File: src/rtl/rsmc_map.svh
/*
 * Offsets, field positions, reset values and timing counts of the strap
 * capture block. Assumes inclusion by bare name from the design files.
 */
`ifndef RSMC_MAP_SVH
`define RSMC_MAP_SVH

// Register bus
`define RSMC_ADDR_W             4
`define RSMC_DATA_W             32
`define RSMC_OFF_STRAP          4'h0
`define RSMC_OFF_CTRL           4'h4
`define RSMC_OFF_LIVE           4'h8

// Strap vector bit positions (pin level as sampled)
`define RSMC_STRAP_W            8
`define RSMC_S_BUS_WIDTH        0
`define RSMC_S_RETRY            1
`define RSMC_S_DATA_BUS_DISABLE_PIN            2
`define RSMC_S_DATA_BUS_WRITE_ONLY_PIN             3
`define RSMC_S_TSTCLK           4
`define RSMC_S_IOSEL            5
`define RSMC_S_IOAUX            6
`define RSMC_S_QUIESCE_ACKNOWLEDGE             7

// Strap status register fields
`define RSMC_F_STRAP_LO         0
`define RSMC_F_STRAP_HI         7
`define RSMC_F_IO_MODE_LO       8
`define RSMC_F_IO_MODE_HI       9
`define RSMC_F_IO_INVALID       10
`define RSMC_F_FACTORY          11
`define RSMC_F_EXTENDED         12
`define RSMC_F_VALID            13

// Control register fields
`define RSMC_CTRL_W             4
`define RSMC_C_DRIVE_LO         0
`define RSMC_C_DRIVE_HI         2
`define RSMC_C_QUIESCE_REQUEST             3
`define RSMC_CTRL_RESET         4'h0

// Live status register fields
`define RSMC_L_HARD_RESET_IN           0
`define RSMC_L_QUIESCE_ACKNOWLEDGE             1
`define RSMC_L_LINES_LO         2
`define RSMC_L_LINES_HI         4
`define RSMC_L_PRE_LO           5
`define RSMC_L_PRE_HI           7

// Shared bus lines: 0 address busy, 1 data busy, 2 address retry
`define RSMC_LINES              3

// Timing: bus cycle is two periods of the 50 MHz clock
`define RSMC_CLK_PERIOD_NS      20
`define RSMC_BUS_CYCLE_NS       40
`define RSMC_CLKS_PER_BUS       (`RSMC_BUS_CYCLE_NS / `RSMC_CLK_PERIOD_NS)
// Precharge in half bus cycles: standard one half, extended one whole
`define RSMC_PRE_STD_HALVES     1
`define RSMC_PRE_EXT_HALVES     2
`define RSMC_PRE_STD_CLKS       ((`RSMC_PRE_STD_HALVES * `RSMC_CLKS_PER_BUS) / 2)
`define RSMC_PRE_EXT_CLKS       ((`RSMC_PRE_EXT_HALVES * `RSMC_CLKS_PER_BUS) / 2)
`define RSMC_CNT_W              2

`endif

File: src/rtl/rsmc_pkg.sv
/*
 * Types of the strap capture block.
 * Assumes the constants of rsmc_map.svh.
 */
package rsmc_pkg;

	typedef enum logic [1:0]
	{
		RSMC_IO_3V3    = 2'b00,
		RSMC_IO_2V5    = 2'b01,
		RSMC_IO_1V8    = 2'b10,
		RSMC_IO_BAD    = 2'b11
	} rsmc_io_mode_type;

	typedef enum logic [1:0]
	{
		RSMC_LN_IDLE   = 2'b00,
		RSMC_LN_DRIVE  = 2'b01,
		RSMC_LN_PRE    = 2'b10
	} rsmc_line_state_type;

endpackage

File: src/rtl/rsmc_capture.sv
/*
 * Strap capture at hard reset release, I/O mode decode, precharge of the
 * shared busy and retry lines, quiesce request/acknowledge status.
 * Assumes one 50 MHz clock, a synchronous active-high reset_in, strap and
 * line pins asynchronous to the clock, and a plain register port master.
 */
// The plain strobed port and the register offsets were left to the implementer.
// Notes on behaviour
// - At hard reset release, bus width strap high selects 64-bit, low 32-bit.
// - At hard reset release, retry select 1 enables data retry, 0 disables.
// - Disable, write-only and test clock pins sampled; all high means normal.
// - Voltage decode: 1/0 is 3.3 V, 1/1 is 2.5 V, 0/1 is 1.8 V.
// - Quiesce acknowledge high at release selects standard, low extended precharge.
// - Busy and retry lines are driven high for precharge before release.
// - Standard precharge lasts half a bus cycle.
// - Extended precharge lasts one full bus cycle.
`include "rsmc_map.svh"
`timescale 1ns/1ps
`default_nettype none

module rsmc_capture
(
	// Clock and reset
	input  wire logic                        clock_in,
	input  wire logic                        reset_in,
	// Register port
	input  wire logic [`RSMC_ADDR_W-1:0]     reg_addr_in,
	input  wire logic [`RSMC_DATA_W-1:0]     reg_wdata_in,
	input  wire logic                        reg_write_in,
	input  wire logic                        reg_read_in,
	output logic      [`RSMC_DATA_W-1:0]     reg_rdata_out,
	// Reset and strap pins
	input  wire logic                        hard_reset_n_in,
	input  wire logic                        bus_width_strap_in,
	input  wire logic                        data_retry_select_in,
	input  wire logic                        data_bus_disable_pin_n_in,
	input  wire logic                        data_bus_write_only_pin_n_in,
	input  wire logic                        factory_test_clock_pin_in,
	input  wire logic                        io_voltage_select_in,
	input  wire logic                        io_voltage_select_aux_in,
	// Quiesce handshake
	input  wire logic                        quiesce_acknowledge_n_in,
	output logic                             quiesce_request_n_out,
	// Shared bus lines, active low
	input  wire logic                        address_bus_busy_n_in,
	output logic                             address_bus_busy_n_out,
	output logic                             address_bus_busy_oe_out,
	input  wire logic                        data_bus_busy_n_in,
	output logic                             data_bus_busy_n_out,
	output logic                             data_bus_busy_oe_out,
	input  wire logic                        address_retry_n_in,
	output logic                             address_retry_n_out,
	output logic                             address_retry_oe_out,
	// Captured modes
	output logic                             bus_width_64_out,
	output logic                             data_retry_en_out,
	output logic                             factory_mode_out,
	output logic      [1:0]                  io_mode_out,
	output logic                             io_mode_invalid_out,
	output logic                             precharge_extended_out,
	output logic                             straps_valid_out
);

	function automatic rsmc_pkg::rsmc_io_mode_type io_decode(input logic sel, input logic aux);
		rsmc_pkg::rsmc_io_mode_type m;
		case ({sel, aux})
			2'b10:   m = rsmc_pkg::RSMC_IO_3V3;
			2'b11:   m = rsmc_pkg::RSMC_IO_2V5;
			2'b01:   m = rsmc_pkg::RSMC_IO_1V8;
			default: m = rsmc_pkg::RSMC_IO_BAD;
		endcase
		return m;
	endfunction

	function automatic logic [`RSMC_CNT_W-1:0] pre_len(input logic extended);
		pre_len = extended ? `RSMC_CNT_W'(`RSMC_PRE_EXT_CLKS) : `RSMC_CNT_W'(`RSMC_PRE_STD_CLKS);
	endfunction

	// Pin synchronisers
	logic [`RSMC_STRAP_W-1:0] strap_pins;
	logic [`RSMC_STRAP_W-1:0] strap_meta_ff;
	logic [`RSMC_STRAP_W-1:0] strap_sync_ff;
	logic                     hard_reset_in_meta_ff;
	logic                     hard_reset_in_sync_ff;
	logic                     hard_reset_in_prev_ff;
	logic [`RSMC_LINES-1:0]   line_pins;
	logic [`RSMC_LINES-1:0]   line_meta_ff;
	logic [`RSMC_LINES-1:0]   line_sync_ff;
	logic                     release_pulse;

	assign strap_pins = {quiesce_acknowledge_n_in, io_voltage_select_aux_in, io_voltage_select_in,
		factory_test_clock_pin_in, data_bus_write_only_pin_n_in, data_bus_disable_pin_n_in,
		data_retry_select_in, bus_width_strap_in};
	assign line_pins = {address_retry_n_in, data_bus_busy_n_in, address_bus_busy_n_in};

	// Hard reset pin treated as asserted while the chip reset is active
	always_ff @(posedge clock_in)
	begin
		if (reset_in)
		begin
			strap_meta_ff  <= '0;
			strap_sync_ff  <= '0;
			hard_reset_in_meta_ff <= 1'b0;
			hard_reset_in_sync_ff <= 1'b0;
			hard_reset_in_prev_ff <= 1'b0;
			line_meta_ff   <= '1;
			line_sync_ff   <= '1;
		end
		else
		begin
			strap_meta_ff  <= strap_pins;
			strap_sync_ff  <= strap_meta_ff;
			hard_reset_in_meta_ff <= hard_reset_n_in;
			hard_reset_in_sync_ff <= hard_reset_in_meta_ff;
			hard_reset_in_prev_ff <= hard_reset_in_sync_ff;
			line_meta_ff   <= line_pins;
			line_sync_ff   <= line_meta_ff;
		end
	end

	// Straps share the reset path latency, so both are seen at the same edge
	assign release_pulse = hard_reset_in_sync_ff & ~hard_reset_in_prev_ff;

	// Strap capture
	logic [`RSMC_STRAP_W-1:0]     strap_ff;
	logic [`RSMC_STRAP_W-1:0]     nxt_strap;
	logic                         valid_ff;
	logic                         nxt_valid;
	rsmc_pkg::rsmc_io_mode_type   io_mode_ff;
	rsmc_pkg::rsmc_io_mode_type   nxt_io_mode;

	always_comb
	begin
		nxt_strap   = strap_ff;
		nxt_valid   = valid_ff;
		nxt_io_mode = io_mode_ff;
		if (release_pulse)
		begin
			nxt_strap   = strap_sync_ff;
			nxt_valid   = 1'b1;
			nxt_io_mode = io_decode(strap_sync_ff[`RSMC_S_IOSEL], strap_sync_ff[`RSMC_S_IOAUX]);
		end
	end

	// Values stay put between releases, even through hard reset assertion
	always_ff @(posedge clock_in)
	begin
		if (reset_in)
		begin
			strap_ff   <= '1;
			valid_ff   <= 1'b0;
			io_mode_ff <= rsmc_pkg::RSMC_IO_BAD;
		end
		else
		begin
			strap_ff   <= nxt_strap;
			valid_ff   <= nxt_valid;
			io_mode_ff <= nxt_io_mode;
		end
	end

	assign bus_width_64_out       = strap_ff[`RSMC_S_BUS_WIDTH];
	assign data_retry_en_out      = strap_ff[`RSMC_S_RETRY];
	assign factory_mode_out       = ~&strap_ff[`RSMC_S_TSTCLK:`RSMC_S_DATA_BUS_DISABLE_PIN];
	assign io_mode_out            = io_mode_ff;
	// Flags a system that broke the select pairing rather than guessing a level
	assign io_mode_invalid_out    = (io_mode_ff == rsmc_pkg::RSMC_IO_BAD);
	assign precharge_extended_out = ~strap_ff[`RSMC_S_QUIESCE_ACKNOWLEDGE];
	assign straps_valid_out       = valid_ff;

	// Control register
	logic [`RSMC_CTRL_W-1:0] ctrl_ff;
	logic [`RSMC_CTRL_W-1:0] nxt_ctrl;

	always_comb
	begin
		nxt_ctrl = ctrl_ff;
		if (reg_write_in && reg_addr_in == `RSMC_OFF_CTRL)
			nxt_ctrl = reg_wdata_in[`RSMC_CTRL_W-1:0];
	end

	always_ff @(posedge clock_in)
	begin
		if (reset_in)
			ctrl_ff <= `RSMC_CTRL_RESET;
		else
			ctrl_ff <= nxt_ctrl;
	end

	assign quiesce_request_n_out = ~ctrl_ff[`RSMC_C_QUIESCE_REQUEST];

	// Shared line drivers
	rsmc_pkg::rsmc_line_state_type line_state_ff [`RSMC_LINES];
	rsmc_pkg::rsmc_line_state_type nxt_line_state [`RSMC_LINES];
	logic [`RSMC_CNT_W-1:0]        line_cnt_ff [`RSMC_LINES];
	logic [`RSMC_CNT_W-1:0]        nxt_line_cnt [`RSMC_LINES];
	logic [`RSMC_LINES-1:0]        line_req;
	logic [`RSMC_LINES-1:0]        line_drive;
	logic [`RSMC_LINES-1:0]        line_oe;

	// No drive requests while hard reset holds or before the mode is known; a line already driven still precharges
	assign line_req = ctrl_ff[`RSMC_C_DRIVE_HI:`RSMC_C_DRIVE_LO] & {`RSMC_LINES{valid_ff & hard_reset_in_sync_ff}};

	always_comb
	begin
		for (int i = 0; i < `RSMC_LINES; i++)
		begin
			nxt_line_state[i] = line_state_ff[i];
			nxt_line_cnt[i]   = line_cnt_ff[i];
			case (line_state_ff[i])
				rsmc_pkg::RSMC_LN_IDLE:
				begin
					if (line_req[i])
						nxt_line_state[i] = rsmc_pkg::RSMC_LN_DRIVE;
				end
				rsmc_pkg::RSMC_LN_DRIVE:
				begin
					if (!line_req[i])
					begin
						nxt_line_state[i] = rsmc_pkg::RSMC_LN_PRE;
						nxt_line_cnt[i]   = pre_len(precharge_extended_out);
					end
				end
				rsmc_pkg::RSMC_LN_PRE:
				begin
					nxt_line_cnt[i] = line_cnt_ff[i] - `RSMC_CNT_W'(1);
					if (line_req[i])
						nxt_line_state[i] = rsmc_pkg::RSMC_LN_DRIVE;
					else if (line_cnt_ff[i] == `RSMC_CNT_W'(1))
						nxt_line_state[i] = rsmc_pkg::RSMC_LN_IDLE;
				end
				default:
					nxt_line_state[i] = rsmc_pkg::RSMC_LN_IDLE;
			endcase
		end
	end

	always_ff @(posedge clock_in)
	begin
		for (int i = 0; i < `RSMC_LINES; i++)
		begin
			if (reset_in)
			begin
				line_state_ff[i] <= rsmc_pkg::RSMC_LN_IDLE;
				line_cnt_ff[i]   <= '0;
			end
			else
			begin
				line_state_ff[i] <= nxt_line_state[i];
				line_cnt_ff[i]   <= nxt_line_cnt[i];
			end
		end
	end

	always_comb
	begin
		for (int i = 0; i < `RSMC_LINES; i++)
		begin
			line_drive[i] = (line_state_ff[i] == rsmc_pkg::RSMC_LN_DRIVE);
			line_oe[i]    = (line_state_ff[i] != rsmc_pkg::RSMC_LN_IDLE);
		end
	end

	// Driven level is high during precharge, low while driving
	assign address_bus_busy_n_out  = ~line_drive[0];
	assign address_bus_busy_oe_out = line_oe[0];
	assign data_bus_busy_n_out     = ~line_drive[1];
	assign data_bus_busy_oe_out    = line_oe[1];
	assign address_retry_n_out     = ~line_drive[2];
	assign address_retry_oe_out    = line_oe[2];

	// Register reads; unmapped addresses read zero
	logic [`RSMC_DATA_W-1:0] rdata_ff;
	logic [`RSMC_DATA_W-1:0] nxt_rdata;

	always_comb
	begin
		nxt_rdata = '0;
		if (reg_read_in)
		begin
			case (reg_addr_in)
				`RSMC_OFF_STRAP:
				begin
					nxt_rdata[`RSMC_F_STRAP_HI:`RSMC_F_STRAP_LO]     = strap_ff;
					nxt_rdata[`RSMC_F_IO_MODE_HI:`RSMC_F_IO_MODE_LO] = io_mode_ff;
					nxt_rdata[`RSMC_F_IO_INVALID]                   = io_mode_invalid_out;
					nxt_rdata[`RSMC_F_FACTORY]                      = factory_mode_out;
					nxt_rdata[`RSMC_F_EXTENDED]                     = precharge_extended_out;
					nxt_rdata[`RSMC_F_VALID]                        = valid_ff;
				end
				`RSMC_OFF_CTRL:
					nxt_rdata[`RSMC_CTRL_W-1:0] = ctrl_ff;
				`RSMC_OFF_LIVE:
				begin
					nxt_rdata[`RSMC_L_HARD_RESET_IN]                   = ~hard_reset_in_sync_ff;
					nxt_rdata[`RSMC_L_QUIESCE_ACKNOWLEDGE]                     = ~strap_sync_ff[`RSMC_S_QUIESCE_ACKNOWLEDGE];
					nxt_rdata[`RSMC_L_LINES_HI:`RSMC_L_LINES_LO] = ~line_sync_ff;
					nxt_rdata[`RSMC_L_PRE_HI:`RSMC_L_PRE_LO]     = line_oe & ~line_drive;
				end
				default:
					nxt_rdata = '0;
			endcase
		end
	end

	always_ff @(posedge clock_in)
	begin
		if (reset_in)
			rdata_ff <= '0;
		else
			rdata_ff <= nxt_rdata;
	end

	assign reg_rdata_out = rdata_ff;
endmodule // rsmc_capture

`default_nettype wire

File: config.mk
export PLATFORM = sky130hd
export DESIGN_NAME = rsmc_capture
export DESIGN_NICKNAME = d
export VERILOG_FILES = /design/src/rtl/rsmc_pkg.sv /design/src/rtl/rsmc_capture.sv
export VERILOG_INCLUDE_DIRS = /design/src /design/src/rtl
export SDC_FILE = /design/constraint.sdc
export NUM_CORES = 1
export LEC_CHECK = 0
export BUFFER_PORTS_ARGS = -buffer_cell sky130_fd_sc_hd__buf_2
export CAP_MARGIN = 25
export CORE_ASPECT_RATIO = 0.75
export CORE_MARGIN = 2
export CORE_UTILIZATION = 40
export CTS_CLUSTER_SIZE = 40
export DETAILED_ROUTE_END_ITERATION = 8
export MAX_ROUTING_LAYER = met4
export PLACE_DENSITY = 0.68
export SLEW_MARGIN = 20
export SYNTH_ARGS = -nofsm -noshare
export SYNTH_HDL_FRONTEND = slang
export SYNTH_SLANG_ARGS = --single-unit
File: constraint.sdc
create_clock -name clock_in -period 1.95 [get_ports clock_in]
set_input_delay 0.4875 -clock clock_in [delete_from_list [all_inputs] [get_ports clock_in]]
set_output_delay 0.4875 -clock clock_in [all_outputs]
set_load 0.02 [all_outputs]
=== Word level (Yosys, flattened, before mapping) ===
Memories as Yosys holds them, arrays and structs flattened.
Index checks and enable logic that the tools add are counted.
Widths: inputs -> output; s select.

* Mux-type cells: 34
* $mul: 0
* Eq/ne operators: 15
* Bitwise logic cells: 22
* Reductions and logical operators: 12
* Shifts and indexed selects: 0
* $add $sub $neg: 3
* Divide/modulo/power cells: 0
* Magnitude comparators: 0

{| class="wikitable"
|+ Operators with widths
! kind !! count
|-
| $mux 2 || 22
|-
| $pmux 2 s3 || 4
|-
| $eq 2x1->1 const B || 7
|-
| $eq 2x2->1 const B || 6
|-
| $pmux 2 s2 || 3
|-
| $pmux 4 s3 || 1
|-
| $not 1->1 || 10
|-
| $pmux 4 s2 || 1
|-
| $and 3x3->3 || 2
|-
| $logic_not 2->1 || 3
|-
| $not 3->3 || 2
|-
| $or 1x1->1 || 6
|-
| $reduce_bool 2->1 || 3
|-
| $sub 2x1->2 const B || 3
|-
| $eq 4x3->1 const B || 1
|-
| $eq 4x4->1 const B || 1
|-
| $logic_not 4->1 || 1
|-
| $mux 1 || 3
|-
| $reduce_and 3->1 || 1
|-
| $reduce_or 3->1 || 1
|-
| $and 1x1->1 || 2
|-
| $reduce_or 2->1 || 1
|-
| $logic_and 1x1->1 || 1
|-
| $logic_not 1->1 || 1
|}

* Latch bits: 0
* Bits in read-only memories: 0
* Register bits: 72
* Output and inout port bits: 47
* Memories kept: 2
* Input bits: 52
* RAM bits: 12

{| class="wikitable"
|+ Memory list
! memory !! depth !! width !! rd ports !! clocked after Yosys merged registers in !! write ports !! line !! source
|-
| line_cnt_ff || 3 || 2 || 3 || 0 || 3 || rsmc_capture.sv:195 || <nowiki>logic [`RSMC_CNT_W-1:0] line_cnt_ff [`RSMC_LINES];</nowiki>
|-
| line_state_ff || 3 || 2 || 3 || 0 || 3 || rsmc_capture.sv:193 || <nowiki>rsmc_pkg::rsmc_line_state_type line_state_ff [`RSMC_LINES];</nowiki>
|}

=== Logic depth before layout (Yosys ltp) ===
An unclocked memory read counts as a cell.

* Depth in word-level cells: 6
* Depth in mapped cells: 5
* Depth with buffers taken out: 4

=== Worst setup path before layout ===
OpenSTA, ideal clock, no wires.

* Path type: input to register
* Start: input reg_addr_in[3]
* End: register ctrl_ff[0]
* Stages on the path: 4
* Required time: 1818 ps
* Setup time: 132 ps
* Data arrival time: 1506 ps
* Slack: 312 ps
* Path through: clkbuf_1 > or4b_2 > o21ai_0 > a21oi_1

* Cells in the longest elaborated chain, start to end: 2

{| class="wikitable"
|+ Ends and longest elaborated chain
! element !! line !! source
|-
| start, declared || rsmc_capture.sv:27 || <nowiki>input wire logic [`RSMC_ADDR_W-1:0] reg_addr_in,</nowiki>
|-
| $eq 4x3->1 || n/a ||
|-
| $logic_and 1x1->1 (no source line) || n/a ||
|-
| end signal, assigned || rsmc_capture.sv:185 || <nowiki>ctrl_ff <= `RSMC_CTRL_RESET;</nowiki>
|-
| end signal, assigned || rsmc_capture.sv:187 || <nowiki>ctrl_ff <= nxt_ctrl;</nowiki>
|-
| end, declared || rsmc_capture.sv:172 || <nowiki>logic [`RSMC_CTRL_W-1:0] ctrl_ff;</nowiki>
|}

Every way passes these cells.
A chain may end at the register's enable or synchronous reset.

==> run_results.csv <==
group,metric,value,unit
floorplanning,die_h,72.60,um
routing,drt-initial-drc-count,50,
clock_tree,htreeDepth,3,
timing,maxSlewViolCount,0,
outcome,status,"finished, final reports clean",
placement,dp_hpwl,3487,um
finish,final_util,50.15,%
grt,grt_pass1_vias,1631,
pwr,p_sw,0.6532,mW
setup_path,cp_data_required_time,1460,ps
routing,wirelength,4891,um
finish,layout_commonest_cell,"dfxtp_1",
flow_run,drv_cap,0,
clock_tree,cts_tree,"yes",
grt,met1_usage,19.14,%
synth,ys_seq_area_share,52.64,%
clock_tree,cts.sinks,66,
setup_path,crit_fanout,5,
pwr,leakage,1.350,nW
setup_path,crit_chain,"nor2b_1 -> inv_1 -> buf_2",
setup_path,crit_type,"register to output port",
placement,dp_slack,221.8,ps
setup_path,cpPeakStageDelay,370,ps
clock_tree,cts_resized,0,
finish,multi_input_area,0.001027,mm^2
pwr,p_comb_share,6.9,%
finish,seq_area,0.001321,mm^2
pwr,ir_drop,0.5833,mV
pwr,power.internal,1.986,mW
routing,vias_per_cell,4.633,
setup_path,cp.arrival,1290,ps
clock_tree,clk_pin_slew,70,ps
setup_path,path_buf_inv,2,
setup_path,slowest_stage,"dfxtp_1",
finish,fin_nets,377,
finish,nFillCells,589,
pwr,seq_power_share,53.3,%
grt,grt_pass1_wl,7728,um
grt,grt_max_degree,41,
synth,syn_inst,264,
worst_hold_path,hp-class,"input port to register",
pwr,netSwitchingFraction,24.75,%
routing,drt-wirelength-per-cell,12.14,um
floorplanning,die-area,0.006931,mm^2
clock_tree,insertion_delay,330,ps
clock_tree,cts_root_buffer,"clkbuf_8",
placement,routabilityCongestion,0.8002,
clock_tree,post_cts_buffers,0,
finish,layout-drive-gt1-share,26.46,%
routing,vias,1867,
placement,io_buffers,52,
floorplanning,io_pins,99,
synth,synth_top_area_share,52.64,%
finish,syn_to_final_growth,18.79,%
pwr,clkPwrFrac,39.8,%
timing,final-hold-violation-count,0,
grt,met3_usage,5.992,%
pwr,power.density,885.2,mW/mm^2
timing,rsz0062_at_grt,"false",
clock_tree,cts_buffers,9,
grt,use_met2,22.07,%
finish,num_antenna_cells,0,
routing,firstDrtPassIters,4,
synth,synth_area,0.002510,mm^2
clock_tree,cts.hold.buffers_added,0,
routing,drc,0,
grt,antenna_found_initial,0,
setup_path,crit_family,"flip-flops",
floorplanning,start_util,42.21,%
finish,mostFrequentLayoutCells,"dfxtp_1 (66), buf_2 (52), nor2b_1 (25)",
timing,setup_tns,0,ps
timing,fin_crit,1773,ps
grt,grt_use_total,15.33,%
routing,ant_nets,0,
floorplanning,die_w,95.47,um
timing,fmax,564.0,MHz
synth,yosys_warnings,0,
setup_path,start_kind,"register",
clock_tree,cts_max_path_buffers,2,
grt,gr-max-usage-layer,"met2",
synth,synth_cell_types,34,
synth,synthTopCellsByArea,"dfxtp_1 (53%), nor2b_1 (6.2%), buf_4 (5.4%), nand2_1 (2.7%), nand3_1 (2.6%)",
synth,ys_ff_latch,66,
floorplanning,rows,24,
timing,fin_crit_sh,90.93,%
timing,fin_skew,3.630,ps
setup_path,critPathCaptureType,"output port",
synth,synth_top_cell_by_area,"dfxtp_1",
synth,synth_area_per_cell,9.507,um^2
timing,finalSetupViolations,0,
floorplanning,core_area,0.005946,mm^2
grt,grt-ovfl-total,0,
timing,layout_setup_ws,176.8,ps
## routing by layer
layer  share of wire (%)  wire length [um]
met1                  47              2287
met3                 6.7               330
met2                  45              2196
met5                   0                 0
met4                 1.6                76
## final timing paths
| path | start | endpoint | slack, ps | depth (start not counted) |
|---|---|---|---|---|
| hold / removal | address_retry_n_in | line_meta_ff[2] | 330 | 2 |
| setup reg to reg | hard_reset_in_sync_ff | line_cnt_ff[0][0] | 650 | 3 |
| hold reg to reg | line_meta_ff[0] | line_sync_ff[0] | 410 | 1 |
| setup / recovery | line_state_ff[0][0] | address_bus_busy_n_out | 180 | 3 |
## cell usage after synthesis
cell type / count
mux2i_1: 3
and2_1: 6
clkbuf_1: 9
a211oi_2: 1
a2111oi_0: 2
nand2_1: 18
or4b_2: 1
buf_4: 18
clkbuf_2: 1
or3_1: 1
a31oi_1: 1
nor3_1: 5
or4b_1: 1
a211oi_1: 5
a32oi_1: 2
o211ai_1: 7
and3_1: 7
a211o_1: 5
dfxtp_1: 66
or2_4: 1
inv_1: 11
ha_1: 5
nor2_1: 11
o21ai_0: 8
xor2_1: 1
conb_1: 1
nor4b_1: 1
nand3b_1: 1
or2_2: 9
a21oi_1: 11
nand3_1: 13
nand2b_1: 5
buf_2: 2
nor2b_1: 25
## layout make-up
cell class / count / share of cell area [%]
clock buffers: 11 / 5.078
clock inverters: 5 / 1.259
inverters: 11 / 1.385
multi-input cells: 174 / 34.45
flip-flops and latches: 66 / 44.31
well taps: 78 / 3.273
repair buffers: 58 / 10.24
## power by group through the flow
stage	registers, mW	clock network, mW	logic, mW
2_1_floorplan	1.44	0	0.145
3_3_place_gp	1.44	0	0.180
3_5_place_dp	1.44	0	0.182
4_1_cts	1.41	1.08	0.184
5_1_grt	1.41	1.15	0.200
6_report	1.41	1.05	0.182
## kinds of logic after synthesis
logic type | count (synthesis) | synth area share [%]
AND/OR/NAND/NOR | 105 | 22.93
adder cells (fa/ha/maj) | 5 | 2.493
buffers and inverters | 41 | 8.973
AO/OA/AOI/OAI | 42 | 11.27
flip-flops | 66 | 52.64
XOR/XNOR | 1 | 0.3490
other | 1 | 0.1494
multiplexers | 3 | 1.196
## through the flow
stage	instances	hold WS (ps)	total power, mW	cell area, um^2
after global placement	387	390.9	1.616	2793
after CTS	403	317.4	2.674	2982
after detailed placement	387	393.6	1.619	2793
after global routing	403	308.7	2.762	2982
final	403	333.4	2.639	2982
after floorplan	281	389.5	1.585	2574
## sequential cells by signal, indices dropped and copies added, names as in the netlist, 2 cells and up
name           count
reg_rdata_out     14
io_mode_out        2
ctrl_ff            4
strap_sync_ff      8
line_meta_ff       3
line_cnt_ff        6
strap_meta_ff      8
line_state_ff      6
strap_ff           8
line_sync_ff       3
## worst register-to-register path: cells and delay by family (launching register included)
kind               cells  cell delay [ps]
AOI/OAI and AO/OA      1              370
DFF                    1              520
and+or+nand+nor        2              280
Power figures use the tool's default switching activity.
